**src/inc/adcsoc_pkg.sv**
```systemverilog
// Purpose: Shared constants, types and helpers for the sample output control block.
// Assumes: Core clock of 250 MHz; the sample clock arrives as a synchronous level.
// Notes:   Times are kept in their own unit and converted to core cycles here.
package adcsoc_pkg;

   // ==========================================================================
   // Timing
   localparam int CLK_PS         = 4000;
   localparam int MIN_HALF_PS    = 5900;
   localparam int MIN_HALF_CYC   = (MIN_HALF_PS + CLK_PS - 1) / CLK_PS;
   localparam int MIN_PER_PS     = 12500;
   localparam int MIN_PER_CYC    = (MIN_PER_PS + CLK_PS - 1) / CLK_PS;
   localparam int MAX_PER_PS     = 1000000;
   localparam int MAX_PER_CYC    = MAX_PER_PS / CLK_PS;
   localparam int SLEEP_WAKE_NS  = 1000000;
   localparam int SLEEP_WAKE_CYC = (SLEEP_WAKE_NS * 1000) / CLK_PS;
   localparam int RELOCK_EDGES   = 100;
   localparam int NAP_WAKE_EDGES = 100;
   localparam int DUTY_NOM_LO    = 45;
   localparam int DUTY_NOM_HI    = 55;
   localparam int DUTY_STAB_LO   = 40;
   localparam int DUTY_STAB_HI   = 60;
   localparam int PIPE_LATENCY   = 5;
   localparam int FIFO_DEPTH     = 8;
   localparam int PER_W          = 9;

   // ==========================================================================
   // Codes
   localparam int CODE_W                 = 10;
   localparam logic signed [11:0] AIN_MAX = 12'sh1ff;
   localparam logic signed [11:0] AIN_MIN = 12'she00;
   localparam logic [9:0] CODE_MID        = 10'h200;

   typedef struct packed {
      logic       ovr;
      logic [9:0] code;
   } adcsoc_word_t;

   typedef struct packed {
      logic twos;
      logic stab;
   } adcsoc_cfg_t;

   typedef enum logic [1:0] {
      MODE_GND     = 2'h0,
      MODE_THIRD   = 2'h1,
      MODE_TWO3RD  = 2'h2,
      MODE_SUPPLY  = 2'h3
   } adcsoc_mode_t;

   typedef enum logic [1:0] {
      PWR_RUN   = 2'h0,
      PWR_NAP   = 2'h1,
      PWR_SLEEP = 2'h2,
      PWR_WAKE  = 2'h3
   } adcsoc_pwr_t;

   // Four-level pin to format and stabilizer setting.
   function automatic adcsoc_cfg_t mode_decode(input logic [1:0] lvl);
      adcsoc_cfg_t c;
      c.twos = lvl[1];
      c.stab = lvl[1] ^ lvl[0];
      return c;
   endfunction : mode_decode

   // True when the high time is within lo..hi percent of the period.
   function automatic logic duty_ok(input logic [PER_W-1:0] hi_len, input logic [PER_W-1:0] per,
                                    input int lo, input int hi);
      int h;
      int p;
      h = int'(hi_len) * 100;
      p = int'(per);
      return (h >= p * lo) && (h <= p * hi);
   endfunction : duty_ok

endpackage : adcsoc_pkg

```
**src/adcsoc_top.sv**
```systemverilog
// Purpose: Sample clock supervision, output coding, output enable and power states.
// Assumes: All inputs are synchronous to core_clk; sample_clk is sampled as a level.
// Notes:   Output pins carry separate value and enable; the board resolves Hi-Z.
`timescale 1ns/100ps
// Operation
// [RULE_01] Clock source stays at or below 80 Msps.
// [RULE_02] Unstabilized clock: 45-55 percent, halves 5.9 ns.
// [RULE_03] Stabilizer samples on rise, makes own fall.
// [RULE_04] Stabilizer accepts 40-60 percent input duty.
// [RULE_05] Stabilizer relocks after one hundred edges.
// [RULE_06] Clock source stays at or above 1 Msps.
// [RULE_07] Offset binary code, mid-scale is 10'h200.
// [RULE_08] Two's complement inverts the top bit.
// [RULE_09] Overrange raises flag and clamps the code.
// [RULE_10] Four-level pin selects format and stabilizer.
// [RULE_11] Output control high puts outputs Hi-Z.
// [RULE_12] Host avoids toggling output control at speed.
// [RULE_13] Power-down select low means normal operation.
// [RULE_14] Select and control high enter sleep.
// [RULE_15] Select high, control low enter nap.
// [RULE_16] Sleep and nap hold all outputs Hi-Z.
// [RULE_17] Unstabilized: track from fall, hold at rise.
// [RULE_18] One word per sample cycle after latency.
// [RULE_19] Host discards words until recovery ends.
module adcsoc_top #(
   parameter int unsigned SLEEP_WAKE_CYC = adcsoc_pkg::SLEEP_WAKE_CYC,
   parameter int unsigned LATENCY        = adcsoc_pkg::PIPE_LATENCY,
   parameter int unsigned DEPTH          = adcsoc_pkg::FIFO_DEPTH
) (
   // Clock, reset and enable
   input  wire logic               core_clk,
   input  wire logic               rstn,
   input  wire logic               ce,
   // Sample clock and conversion result
   input  wire logic               sample_clk,
   input  wire logic signed [11:0] ain_level,
   // Control pins
   input  wire logic [1:0]         mode_level,
   input  wire logic               oe_n,
   input  wire logic               power_down_select,
   // Output pins
   output logic [9:0]              sample_code,
   output logic                    sample_code_oe,
   output logic                    overrange_flag,
   output logic                    overrange_flag_oe,
   // Status
   output logic                    track_phase,
   output logic                    stab_locked,
   output logic                    data_valid,
   output logic                    clk_fault,
   output logic                    stab_on,
   output logic                    twos_format,
   output logic [1:0]              power_state
);
   localparam int PW = adcsoc_pkg::PER_W;

   // ==========================================================================
   // Clock supervision
   logic          clk_d, next_clk_d;
   logic [PW-1:0] since_rise, next_since_rise;
   logic [PW-1:0] hi_cnt, next_hi_cnt;
   logic [PW-1:0] hi_len, next_hi_len;
   logic [PW-1:0] period, next_period;
   logic [6:0]    lock_cnt, next_lock_cnt;
   logic          next_stab_locked, next_clk_fault, next_track_phase;
   logic          rise, fall, stopped;
   logic [PW-1:0] per_now;
   adcsoc_pkg::adcsoc_cfg_t cfg;

   always_comb begin
      rise             = sample_clk && !clk_d;
      fall             = !sample_clk && clk_d;
      cfg              = adcsoc_pkg::mode_decode(mode_level);         // [RULE_10]
      stopped          = (since_rise >= PW'(adcsoc_pkg::MAX_PER_CYC));
      per_now          = since_rise + 1'b1;
      next_clk_d       = sample_clk;
      next_since_rise  = rise ? '0 : (stopped ? since_rise : since_rise + 1'b1);
      next_hi_cnt      = rise ? PW'(1) : (sample_clk && !stopped ? hi_cnt + 1'b1 : hi_cnt);
      next_hi_len      = fall ? hi_cnt : hi_len;
      next_period      = rise ? per_now : period;
      next_lock_cnt    = lock_cnt;
      next_stab_locked = stab_locked;
      next_clk_fault   = clk_fault;
      if (!stab_on || stopped) begin
         next_lock_cnt    = '0;                                       // [RULE_05]
         next_stab_locked = 1'b0;
      end else if (rise && !stab_locked) begin
         next_lock_cnt    = lock_cnt + 1'b1;
         next_stab_locked = (lock_cnt == 7'(adcsoc_pkg::RELOCK_EDGES - 1)); // [RULE_05]
      end
      if (stopped) begin
         next_clk_fault = 1'b1;                                       // [RULE_06]
      end else if (rise) begin
         next_clk_fault = per_now < PW'(adcsoc_pkg::MIN_PER_CYC);     // [RULE_01]
         if (stab_on) begin
            next_clk_fault = next_clk_fault || !adcsoc_pkg::duty_ok(hi_len, per_now,
               adcsoc_pkg::DUTY_STAB_LO, adcsoc_pkg::DUTY_STAB_HI);   // [RULE_04]
         end else begin
            next_clk_fault = next_clk_fault || !adcsoc_pkg::duty_ok(hi_len, per_now,
               adcsoc_pkg::DUTY_NOM_LO, adcsoc_pkg::DUTY_NOM_HI)      // [RULE_02]
               || hi_len < PW'(adcsoc_pkg::MIN_HALF_CYC)
               || (per_now - hi_len) < PW'(adcsoc_pkg::MIN_HALF_CYC);
         end
      end
      if (stab_on) begin
         next_track_phase = !rise && (per_now >= (period >> 1));      // [RULE_03]
      end else begin
         next_track_phase = !sample_clk;                              // [RULE_17]
      end
   end

   always_ff @(posedge core_clk or negedge rstn) begin
      if (!rstn) begin
         clk_d       <= 1'b0;
         since_rise  <= '0;
         hi_cnt      <= '0;
         hi_len      <= '0;
         period      <= '0;
         lock_cnt    <= '0;
         stab_locked <= 1'b0;
         clk_fault   <= 1'b0;
         track_phase <= 1'b0;
         stab_on     <= 1'b0;
         twos_format <= 1'b0;
      end else if (ce) begin
         clk_d       <= next_clk_d;
         since_rise  <= next_since_rise;
         hi_cnt      <= next_hi_cnt;
         hi_len      <= next_hi_len;
         period      <= next_period;
         lock_cnt    <= next_lock_cnt;
         stab_locked <= next_stab_locked;
         clk_fault   <= next_clk_fault;
         track_phase <= next_track_phase;
         stab_on     <= cfg.stab;
         twos_format <= cfg.twos;
      end
   end

   // ==========================================================================
   // Power states
   adcsoc_pkg::adcsoc_pwr_t pstate, next_pstate;
   logic [31:0] wake_cnt, next_wake_cnt;
   logic        wake_sleep, next_wake_sleep;

   always_comb begin
      next_pstate     = pstate;
      next_wake_cnt   = wake_cnt;
      next_wake_sleep = wake_sleep;
      unique case (pstate)
         adcsoc_pkg::PWR_RUN, adcsoc_pkg::PWR_WAKE: begin
            if (power_down_select) begin
               next_pstate = oe_n ? adcsoc_pkg::PWR_SLEEP : adcsoc_pkg::PWR_NAP; // [RULE_14] [RULE_15]
            end else if (pstate == adcsoc_pkg::PWR_WAKE) begin
               if (wake_cnt == '0) begin
                  next_pstate = adcsoc_pkg::PWR_RUN;
               end else if (wake_sleep || rise) begin
                  next_wake_cnt = wake_cnt - 1'b1;
               end
            end
         end
         adcsoc_pkg::PWR_NAP, adcsoc_pkg::PWR_SLEEP: begin
            if (!power_down_select) begin
               next_pstate     = adcsoc_pkg::PWR_WAKE;                 // [RULE_13]
               next_wake_sleep = (pstate == adcsoc_pkg::PWR_SLEEP);
               next_wake_cnt   = next_wake_sleep ? SLEEP_WAKE_CYC      // [RULE_14]
                                 : 32'(adcsoc_pkg::NAP_WAKE_EDGES);    // [RULE_15]
            end else if (pstate == adcsoc_pkg::PWR_NAP && oe_n) begin
               next_pstate = adcsoc_pkg::PWR_SLEEP;
            end else if (pstate == adcsoc_pkg::PWR_SLEEP && !oe_n) begin
               next_pstate = adcsoc_pkg::PWR_NAP;
            end
         end
      endcase
   end

   always_ff @(posedge core_clk or negedge rstn) begin
      if (!rstn) begin
         pstate     <= adcsoc_pkg::PWR_RUN;
         wake_cnt   <= '0;
         wake_sleep <= 1'b0;
      end else if (ce) begin
         pstate     <= next_pstate;
         wake_cnt   <= next_wake_cnt;
         wake_sleep <= next_wake_sleep;
      end
   end

   // ==========================================================================
   // Data path
   adcsoc_pkg::adcsoc_word_t conv_word, cap, next_cap, fifo_word;
   logic        cap_valid, next_cap_valid;
   logic [3:0]  fill, next_fill;
   logic        in_ready, out_valid, pop, flush, pwr_off, out_en;
   logic [9:0]  next_code;
   logic        next_ovr, next_data_valid;

   adcsoc_coder u_coder (
      .ain_level (ain_level),
      .twos      (twos_format),
      .word      (conv_word)
   );

   adcsoc_fifo #(
      .W (adcsoc_pkg::CODE_W + 1),
      .D (DEPTH)
   ) u_fifo (
      .core_clk  (core_clk),
      .rstn      (rstn),
      .ce        (ce),
      .flush     (flush),
      .in_valid  (cap_valid),
      .in_ready  (in_ready),
      .in_data   (cap),
      .out_valid (out_valid),
      .out_ready (pop),
      .out_data  (fifo_word)
   );

   always_comb begin
      pwr_off        = (pstate == adcsoc_pkg::PWR_NAP) || (pstate == adcsoc_pkg::PWR_SLEEP);
      flush          = pwr_off;
      out_en         = !oe_n && !pwr_off;                              // [RULE_11] [RULE_16]
      pop            = rise && out_valid && (fill == 4'(LATENCY));     // [RULE_18]
      next_cap       = cap;
      next_cap_valid = cap_valid && !in_ready;
      if (rise && !(cap_valid && !in_ready)) begin
         next_cap       = conv_word;
         next_cap_valid = !pwr_off;
      end
      next_fill = fill;
      if (pwr_off) begin
         next_fill = '0;
      end else if (cap_valid && in_ready && fill != 4'(LATENCY)) begin
         next_fill = fill + 1'b1;
      end
      next_code       = pop ? fifo_word.code : sample_code;
      next_ovr        = pop ? fifo_word.ovr : overrange_flag;
      next_data_valid = (pstate == adcsoc_pkg::PWR_RUN) && (fill == 4'(LATENCY))
                        && (!stab_on || stab_locked);                  // [RULE_19]
   end

   always_ff @(posedge core_clk or negedge rstn) begin
      if (!rstn) begin
         cap               <= '0;
         cap_valid         <= 1'b0;
         fill              <= '0;
         sample_code       <= '0;
         overrange_flag    <= 1'b0;
         sample_code_oe    <= 1'b0;
         overrange_flag_oe <= 1'b0;
         data_valid        <= 1'b0;
         power_state       <= 2'h0;
      end else if (ce) begin
         cap               <= next_cap;
         cap_valid         <= next_cap_valid;
         fill              <= next_fill;
         sample_code       <= next_code;
         overrange_flag    <= next_ovr;
         sample_code_oe    <= out_en;
         overrange_flag_oe <= out_en;
         data_valid        <= next_data_valid;
         power_state       <= next_pstate;
      end
   end

   // ==========================================================================
   // Checks
   logic [7:0] edges_run;
   always_ff @(posedge core_clk or negedge rstn) begin
      if (!rstn) begin
         edges_run <= '0;
      end else if (ce) begin
         edges_run <= (!stab_on || stopped) ? 8'h00 : (rise && edges_run != 8'hff ? edges_run + 1'b1 : edges_run);
      end
   end
endmodule : adcsoc_top

```
**src/adcsoc_fifo.sv**
```systemverilog
// Purpose: Word FIFO between the capture stage and the output pins.
// Assumes: Single clock; flush empties it in one cycle.
// Notes:   Honest full and empty; stall on either side is allowed.
`timescale 1ns/100ps
module adcsoc_fifo #(
   parameter int W = 11,
   parameter int D = 8
) (
   // Clock and reset
   input  wire logic         core_clk,
   input  wire logic         rstn,
   input  wire logic         ce,
   input  wire logic         flush,
   // Fill side
   input  wire logic         in_valid,
   output logic              in_ready,
   input  wire logic [W-1:0] in_data,
   // Drain side
   output logic              out_valid,
   input  wire logic         out_ready,
   output logic [W-1:0]      out_data
);
   localparam int AW = $clog2(D);
   localparam int CW = $clog2(D + 1);

   logic [W-1:0]  mem [D];
   logic [AW-1:0] wr_ptr, next_wr_ptr;
   logic [AW-1:0] rd_ptr, next_rd_ptr;
   logic [CW-1:0] count,  next_count;
   logic          do_push, do_pop;

   // ==========================================================================
   // Next state
   always_comb begin
      in_ready    = (count != CW'(D));
      out_valid   = (count != '0);
      out_data    = mem[rd_ptr];
      do_push     = in_valid && in_ready && !flush;
      do_pop      = out_valid && out_ready && !flush;
      next_wr_ptr = do_push ? ((wr_ptr == AW'(D - 1)) ? '0 : wr_ptr + 1'b1) : wr_ptr;
      next_rd_ptr = do_pop ? ((rd_ptr == AW'(D - 1)) ? '0 : rd_ptr + 1'b1) : rd_ptr;
      next_count  = count + CW'(do_push) - CW'(do_pop);
      if (flush) begin
         next_wr_ptr = '0;
         next_rd_ptr = '0;
         next_count  = '0;
      end
   end

   // ==========================================================================
   // Registers
   always_ff @(posedge core_clk or negedge rstn) begin
      if (!rstn) begin
         wr_ptr <= '0;
         rd_ptr <= '0;
         count  <= '0;
      end else if (ce) begin
         wr_ptr <= next_wr_ptr;
         rd_ptr <= next_rd_ptr;
         count  <= next_count;
      end
   end

   always_ff @(posedge core_clk) begin
      if (ce && do_push) begin
         mem[wr_ptr] <= in_data;
      end
   end

endmodule : adcsoc_fifo

```
**src/adcsoc_coder.sv**
```systemverilog
// Purpose: Clamp the conversion result and map it to the selected output format.
// Assumes: Input is the signed result in steps of one code, zero at mid-scale.
// Notes:   Purely combinational.
`timescale 1ns/100ps
module adcsoc_coder (
   // Conversion result
   input  wire logic signed [11:0] ain_level,
   input  wire logic               twos,
   // Formatted word
   output adcsoc_pkg::adcsoc_word_t word
);
   logic signed [11:0] clamped;
   logic [9:0]         offs;

   always_comb begin
      word.ovr = (ain_level > adcsoc_pkg::AIN_MAX) || (ain_level < adcsoc_pkg::AIN_MIN); // [RULE_09]
      clamped  = ain_level;
      if (ain_level > adcsoc_pkg::AIN_MAX) begin
         clamped = adcsoc_pkg::AIN_MAX;
      end else if (ain_level < adcsoc_pkg::AIN_MIN) begin
         clamped = adcsoc_pkg::AIN_MIN;
      end
      offs      = clamped[9:0] ^ adcsoc_pkg::CODE_MID;              // [RULE_07]
      word.code = twos ? (offs ^ adcsoc_pkg::CODE_MID) : offs;      // [RULE_08]
   end

endmodule : adcsoc_coder

```
**config.mk**
```make
export PLATFORM = sky130hd
export DESIGN_NAME = adcsoc_top
export DESIGN_NICKNAME = d
export VERILOG_FILES = /design/src/inc/adcsoc_pkg.sv /design/src/adcsoc_top.sv /design/src/adcsoc_fifo.sv /design/src/adcsoc_coder.sv
export SDC_FILE = /design/constraint.sdc
export NUM_CORES = 1
export LEC_CHECK = 0
export BUFFER_PORTS_ARGS = -buffer_cell sky130_fd_sc_hd__buf_2
export CAP_MARGIN = 20
export CORE_ASPECT_RATIO = 1.1
export CORE_UTILIZATION = 40
export CTS_CLUSTER_DIAMETER = 50
export DETAILED_ROUTE_END_ITERATION = 16
export SYNTH_ARGS = -nofsm -noshare
export SYNTH_HDL_FRONTEND = slang
export SYNTH_SLANG_ARGS = --single-unit
```
**constraint.sdc**
```tcl
create_clock -name core_clk -period 8.6 [get_ports core_clk]
set_input_delay 1.72 -clock core_clk [delete_from_list [all_inputs] [get_ports core_clk]]
set_output_delay 1.72 -clock core_clk [all_outputs]
set_load 0.02 [all_outputs]
```
==> results of run 1 <==
-- flip-flops by register name, indices dropped and copies added (netlist names), 2 cells and up --
| register | count |
|---|---|
| period | 8 |
| lock_cnt | 7 |
| sample_code | 10 |
| hi_cnt | 9 |
| u_fifo.rd_ptr | 3 |
| hi_len | 9 |
| u_fifo.count | 4 |
| wake_cnt | 32 |
| power_state | 2 |
| cap | 11 |
| since_rise | 9 |
| fill | 4 |
| u_fifo.wr_ptr | 3 |
| u_fifo.mem | 88 |
-- report_power, final --
part / switching (mW) / total [mW] / internal, mW
sequential: 0.164 / 1.36 / 1.19
clock: 0.443 / 1.11 / 0.662
combinational: 1.35 / 2.29 / 0.936
total: 1.96 / 4.75 / 2.79
-- logic make-up after synthesis --
logic type | Yosys count | share of synthesized area (%)
DFF | 210 | 37.9
muxes | 52 | 5.43
xor gates and xnor gates | 95 | 5.66
and+or+nand+nor | 369 | 12.1
AOI/OAI and AO/OA | 289 | 11.7
adders and majority gates | 239 | 21.9
buffers and inverters | 207 | 5.25
-- worst paths after layout --
check,start,slack (ns),cells past startpoint,to
min,period[6],0.48,2,period[6]
max in group asynchronous,rstn,6.18,2,hi_cnt[0]
min reg2reg,period[6],0.48,2,period[6]
max,since_rise[0],1.40,24,clk_fault
min in group asynchronous,rstn,1.19,1,cap[3]
max reg2reg,since_rise[0],1.40,24,clk_fault
-- through the flow --
step	power [mW]	setup slack, ns	hold WS [ns]	util [%]	instances
2_1_floorplan	3.01	2.36	0.450	-	1461
3_3_place_gp	3.60	1.73	0.469	42.7	1972
3_5_place_dp	3.67	1.44	0.471	42.7	1972
4_1_cts	4.80	1.40	0.485	45.1	2020
5_1_grt	5.18	0.894	0.532	45.1	2022
6_report	4.75	1.40	0.483	45.1	2022
-- routing by layer --
layer | global-route usage [%] | vias to the layer above | wire length, um
met5 | 0 | - | 0
met4 | 5.30 | 0 | 859
met3 | 2.34 | 50 | 1150
met2 | 33.5 | 145 | 17100
met1 | 22.1 | 5054 | 14900
li1 | - | 5234 | -
-- synthesized netlist by cell type, drive strengths merged, types with 4 or more instances --
cell type | instances | area (um2)
a22o | 5 | 43.8
o22ai | 5 | 31.3
a21o | 24 | 189
or3 | 10 | 63.8
nor4b | 4 | 65.1
o21a | 5 | 37.5
fa | 41 | 821
nor3b | 4 | 30.0
or4 | 4 | 41.3
buf | 9 | 43.8
mux4 | 22 | 495
a31oi | 8 | 50.1
mux2 | 16 | 180
nor4 | 11 | 83.8
o21bai | 4 | 30.0
dfrtp | 122 | 3050
o31ai | 5 | 37.5
nand3 | 33 | 178
nand4 | 9 | 56.3
or2 | 4 | 25.0
nand2b | 12 | 75.1
a21oi | 82 | 414
nand2 | 100 | 380
nor2 | 125 | 472
xnor2 | 58 | 508
and3 | 7 | 45.1
o2bb2ai | 4 | 35.0
edfxtp | 88 | 2640
mux2i | 14 | 140
and2 | 5 | 31.3
nor2b | 14 | 87.6
clkbuf | 27 | 103
inv | 170 | 638
a211oi | 6 | 45.0
a2111oi | 5 | 43.8
ha | 197 | 2460
o211ai | 19 | 143
o21ai | 97 | 485
nor3 | 20 | 111
xor2 | 37 | 343
-- worst register-to-register path: cells and delay by family, from the launching register on --
family / cells / cell delay, ns
compound gates: 10 / 1.98
xor+xnor: 1 / 0.75
fa+ha+maj: 6 / 2.27
buf+inv: 3 / 0.46
flops: 1 / 0.55
simple gates: 4 / 1.08
-- cell type report --
cell class	count	area, um2
clock inverters	13	143
clock buffers	35	757
well taps	494	618
flip-flops and latches	210	5700
fillers	3558	20300
multi-input cells	1044	8540
repair buffers	55	323
inverters	171	642
-- placed cells by master, fill, tap and decap left out, types with 12 or more instances in the layout --
cell / n
inv_1: 170
nand3_1: 32
nor2_1: 124
mux2i_1: 14
dfrtp_1: 122
nor2b_1: 14
edfxtp_1: 88
ha_1: 197
nand2b_1: 12
o21ai_0: 97
a21oi_1: 81
xnor2_1: 58
a21o_1: 22
nand2_1: 98
clkbuf_16: 28
fa_1: 41
mux2_2: 16
buf_2: 39
buf_4: 14
mux4_2: 22
o211ai_1: 19
nor3_1: 19
xor2_1: 36
==> out/summary.txt, run 1 <==
vias post-DR = 10,483
DRT Pass-1 Iters = 5
ANT nets after route = 0
largest net degree at the start of global routing = 66
Power Dens Cells = 284 nW/um2
DRC Markers = 0
core area = 37,000 um2
slowest stage delay, CP = 0.75 ns
Synth cell types = 78
Sink Count = 210
CTS buffer count = 27
number of global-route vias before repair = 10,611
Area Overhead vs Synth = 11.3%
Syn Area/Cell = 10.3 um2
per-cell routed wire length = 16.8 um
I/O pins = 41
Synth Instances = 1,461
vias per cell = 5.18
Reg clk slew, reported paths = 0.06 ns
drt initial violations = 503
root buffer cell = clkbuf_16
Pleak = 7.73 nW
total detailed-routing wirelength = 34,000 um
Slowest-stage cell, CP = xor2_1
latest clock arrival within the worst-skew pair = 0.54 ns
setup violators final = 0
worst slew pin tran = 1.03 ns
Setup TNS = 0 ns
Crit path buffers/inverters = 3
CP Data Required Time = 9.05 ns
post_cts resized = 0
area of the mapped netlist = 15,000 um2
syn nets = 1,719
Rows = 74
ratio of cells with drive above 1 in the final layout = 10.7%
starting density of the core = 40.6%
first-pass GRT wire length = 55,500 um
Clock Skews = 0.0119 ns
final hold vios = 0
status = complete, no violations
CP arrival = 7.65 ns
Most used DFF post-synth = dfrtp_1
Remaining Overflow, GRT = 0
Crit Path Category = reg2reg
crit end category = flop
Final min period = 7.20 ns
Ant. Diodes = 0
Max Cap Viol = 0
Warnings, synthesis = 0
CP Cell Sequence = ha_1 > nand3_1 > xor2_1 > inv_1 > ha_1 > inv_1 > fa_1 > fa_1 > inv_1 > ha_1 > nor2b_1 > o21ai_0 > a21boi_0 > o21ai_0 > a21oi_1 > o21ai_0 > or4b_2 > o311a_1 > ha_1 > a2111oi_0 > o211ai_1 > nand4_1 > o32ai_1 > a32oi_1
DIE AREA = 38,300 um2
dpl cell area = 15,800 um2
H-tree lvl count = 1
Crit Path Max Fanout = 10
most used cell, CP = ha_1
Worst Hold Class = reg2reg
Die Width = 187 um
number of synthesized flops with an enable pin = 88
max-slew violations = 0
Post-synth ARST share = 58.1%
post-synthesis sequential area ratio = 37.9%
Worst IR Drop VDD = 0.213 mV
Fmax = 139 MHz
Rel. slew slack = 31.2%
post-route cell area = 16,700 um2
Startpoint Class = flop
Final Wtd Congestion = 0.918
CTS tree = yes
post-CTS setup buffer count = 0
RSZ-0062 raised after global routing = false
Post-CTS Hold Buffers = 0
CP delay by family, top = adder cells
Longest Clk Path Bufs = 3
part of the cycle the worst path needs = 83.7%
initial antenna violation count = 0
GR Util All Layers = 18.2%
Final #Nets = 1,767
DP HPWL = 25,800 um
port bufs = 40
Synth Register Bits = 210
height of the die = 205 um
No activity file was read; power rests on OpenSTA's default activity.
==> inputs of run 2 (changes only) <==
==> constraint.sdc (replaced) <==
create_clock -name core_clk -period 7.2 [get_ports core_clk]
set_input_delay 1.44 -clock core_clk [delete_from_list [all_inputs] [get_ports core_clk]]
set_output_delay 1.44 -clock core_clk [all_outputs]
set_load 0.02 [all_outputs]
==> out/summary.txt, run 2 (synthesis results as in run 1) <==
final core occ = 45.4%
Fmax = 151 MHz
DP HPWL = 25,600 um
post_cts resized = 0
GR Util All Layers = 18.1%
ANT nets after route = 0
Area Overhead vs Synth = 11.9%
CP Data Required Time = 7.64 ns
Switching Fraction = 39.9%
filler instances = 3,509
Net Switching = 2.26 mW
Die Width = 187 um
commonest non-fill, non-tap cell in the layout = ha_1
initial antenna violation count = 0
crit end category = flop
biggest regs = u_fifo.mem: 88 flops, wake_cnt: 32 flops, cap: 11 flops
worst hold path depth = 2
RSZ-0062 raised after global routing = false
Reg clk slew, reported paths = 0.06 ns
starting density of the core = 40.6%
total detailed-routing wirelength = 33,900 um
H-tree lvl count = 1
Post-CTS Hold Buffers = 0
per-cell routed wire length = 16.7 um
R2R setup slack = 0.58 ns
largest net degree at the start of global routing = 70
port bufs = 40
CTS buffer count = 26
Largest Register = u_fifo.mem
height of the die = 205 um
root buffer cell = clkbuf_16
Rows = 74
combinational share of power = 46.9%
vias post-DR = 10,490
CTS tree = yes
Clock Skews = 0.0157 ns
Crit Path Max Fanout = 10
Final min period = 6.62 ns
Power Dens Cells = 338 nW/um2
Worst IR Drop VDD = 0.237 mV
Largest register FFs = 88
vias per cell = 5.18
number of global-route vias before repair = 10,670
part of the cycle the worst path needs = 92.0%
Max Cap Viol = 0
Pint = 3.41 mW
post-CTS setup buffer count = 0
Clock Power Share = 24.6%
Setup TNS = 0 ns
DRT Pass-1 Iters = 5
final hold vios = 0
max-slew violations = 0
status = complete, no violations
Worst Hold Class = reg2reg
Sink Count = 210
first-pass GRT wire length = 55,800 um
Longest Clk Path Bufs = 3
Remaining Overflow, GRT = 0
setup violators final = 0
FF-to-FF path depth = 23
I/O pins = 41
Startpoint Class = flop
DRC Markers = 0
Final Wtd Congestion = 0.906
DIE AREA = 38,300 um2
Ant. Diodes = 0
CP arrival = 7.07 ns
core area = 37,000 um2
worst slew pin tran = 1.02 ns
Final #Nets = 1,770
Pleak = 7.77 nW
drt initial violations = 487
ratio of cells with drive above 1 in the final layout = 10.9%
Rel. slew slack = 31.5%
Crit Path Category = reg2reg
commonest cells after routing, fill and taps aside = 197 x ha_1, 170 x inv_1, 124 x nor2_1, 122 x dfrtp_1, 98 x nand2_1
Seq pwr share = 28.5%
latest clock arrival within the worst-skew pair = 0.53 ns
run 2: cell count changes in the layout (fill, tap and decap cells not counted), sizes merged:
cell / delta
bufinv: +2
clkinv: -3
inv: -2
clkbuf: +3
buf: +4
run 2: path summary, 6_finish.rpt:
kind | start | endpoint
max | since_rise[0] | clk_fault
min reg2reg | period[4] | period[4]
min in group asynchronous | rstn | cap[3]
max in group asynchronous | rstn | overrange_flag_oe
min | period[4] | period[4]
max reg2reg | since_rise[0] | clk_fault
run 2: per-stage QoR:
| step | total power, mW | setup slack [ns] | std cells | hold WS [ns] | cell area, um2 |
|---|---|---|---|---|---|
| 6_report | 5.68 | 0.578 | 2026 | 0.485 | 16800 |
| 5_1_grt | 6.18 | 0.107 | 2026 | 0.528 | 16800 |
| 4_1_cts | 5.73 | 0.631 | 2024 | 0.492 | 16800 |
| 3_5_place_dp | 4.29 | 0.653 | 1976 | 0.479 | 15800 |
| 3_3_place_gp | 4.22 | 0.915 | 1976 | 0.467 | 15800 |
| 2_1_floorplan | 3.59 | 0.958 | 1461 | 0.450 | 15000 |
run 2: layout make-up:
| type | instances | area [um2] | area share [%] |
|---|---|---|---|
| clock buffer | 38 | 798 | 4.75 |
| clock inverter | 10 | 156 | 0.931 |
| inverter | 171 | 642 | 3.82 |
| multi-input combinational | 1044 | 8540 | 50.8 |
| sequential | 210 | 5700 | 33.9 |
| tap | 494 | 618 | 3.68 |
| timing repair buffer | 59 | 353 | 2.10 |
run 2: layer usage:
layer  vias up  GRT usage (%)  wire, um
li1       5241              -         -
met1      5060           23.0     15600
met2       142           32.8     16800
met3        47           1.54       861
met4         0           5.33       733
met5         -              0         0
run 2: power groups by stage:
stage | Sequential, mW | Combinational, mW | Clock (mW)
global route | 1.65 | 3.05 | 1.48
floorplan | 1.59 | 2.00 | 0
detailed placement | 1.64 | 2.66 | 0
global placement | 1.63 | 2.59 | 0
CTS | 1.62 | 2.69 | 1.43
finish | 1.62 | 2.66 | 1.40
run 2: worst max-delay path, stage by stage (launching register included):
cell       delay [ns]
dfrtp_1          0.51
ha_1             0.34
nand3_1          0.17
nor2b_1          0.08
xnor2_1          0.76
inv_1            0.17
ha_1             0.36
inv_1            0.06
fa_1             0.52
fa_1             0.52
inv_1            0.04
ha_1             0.33
a21boi_0         0.13
o21ai_0          0.24
a21oi_1          0.13
o21ai_0          0.20
or4b_2           0.60
o311a_1          0.15
ha_1             0.20
a2111oi_0        0.40
o211ai_1         0.17
nand4_1          0.11
o32ai_1          0.08
a32oi_1          0.24
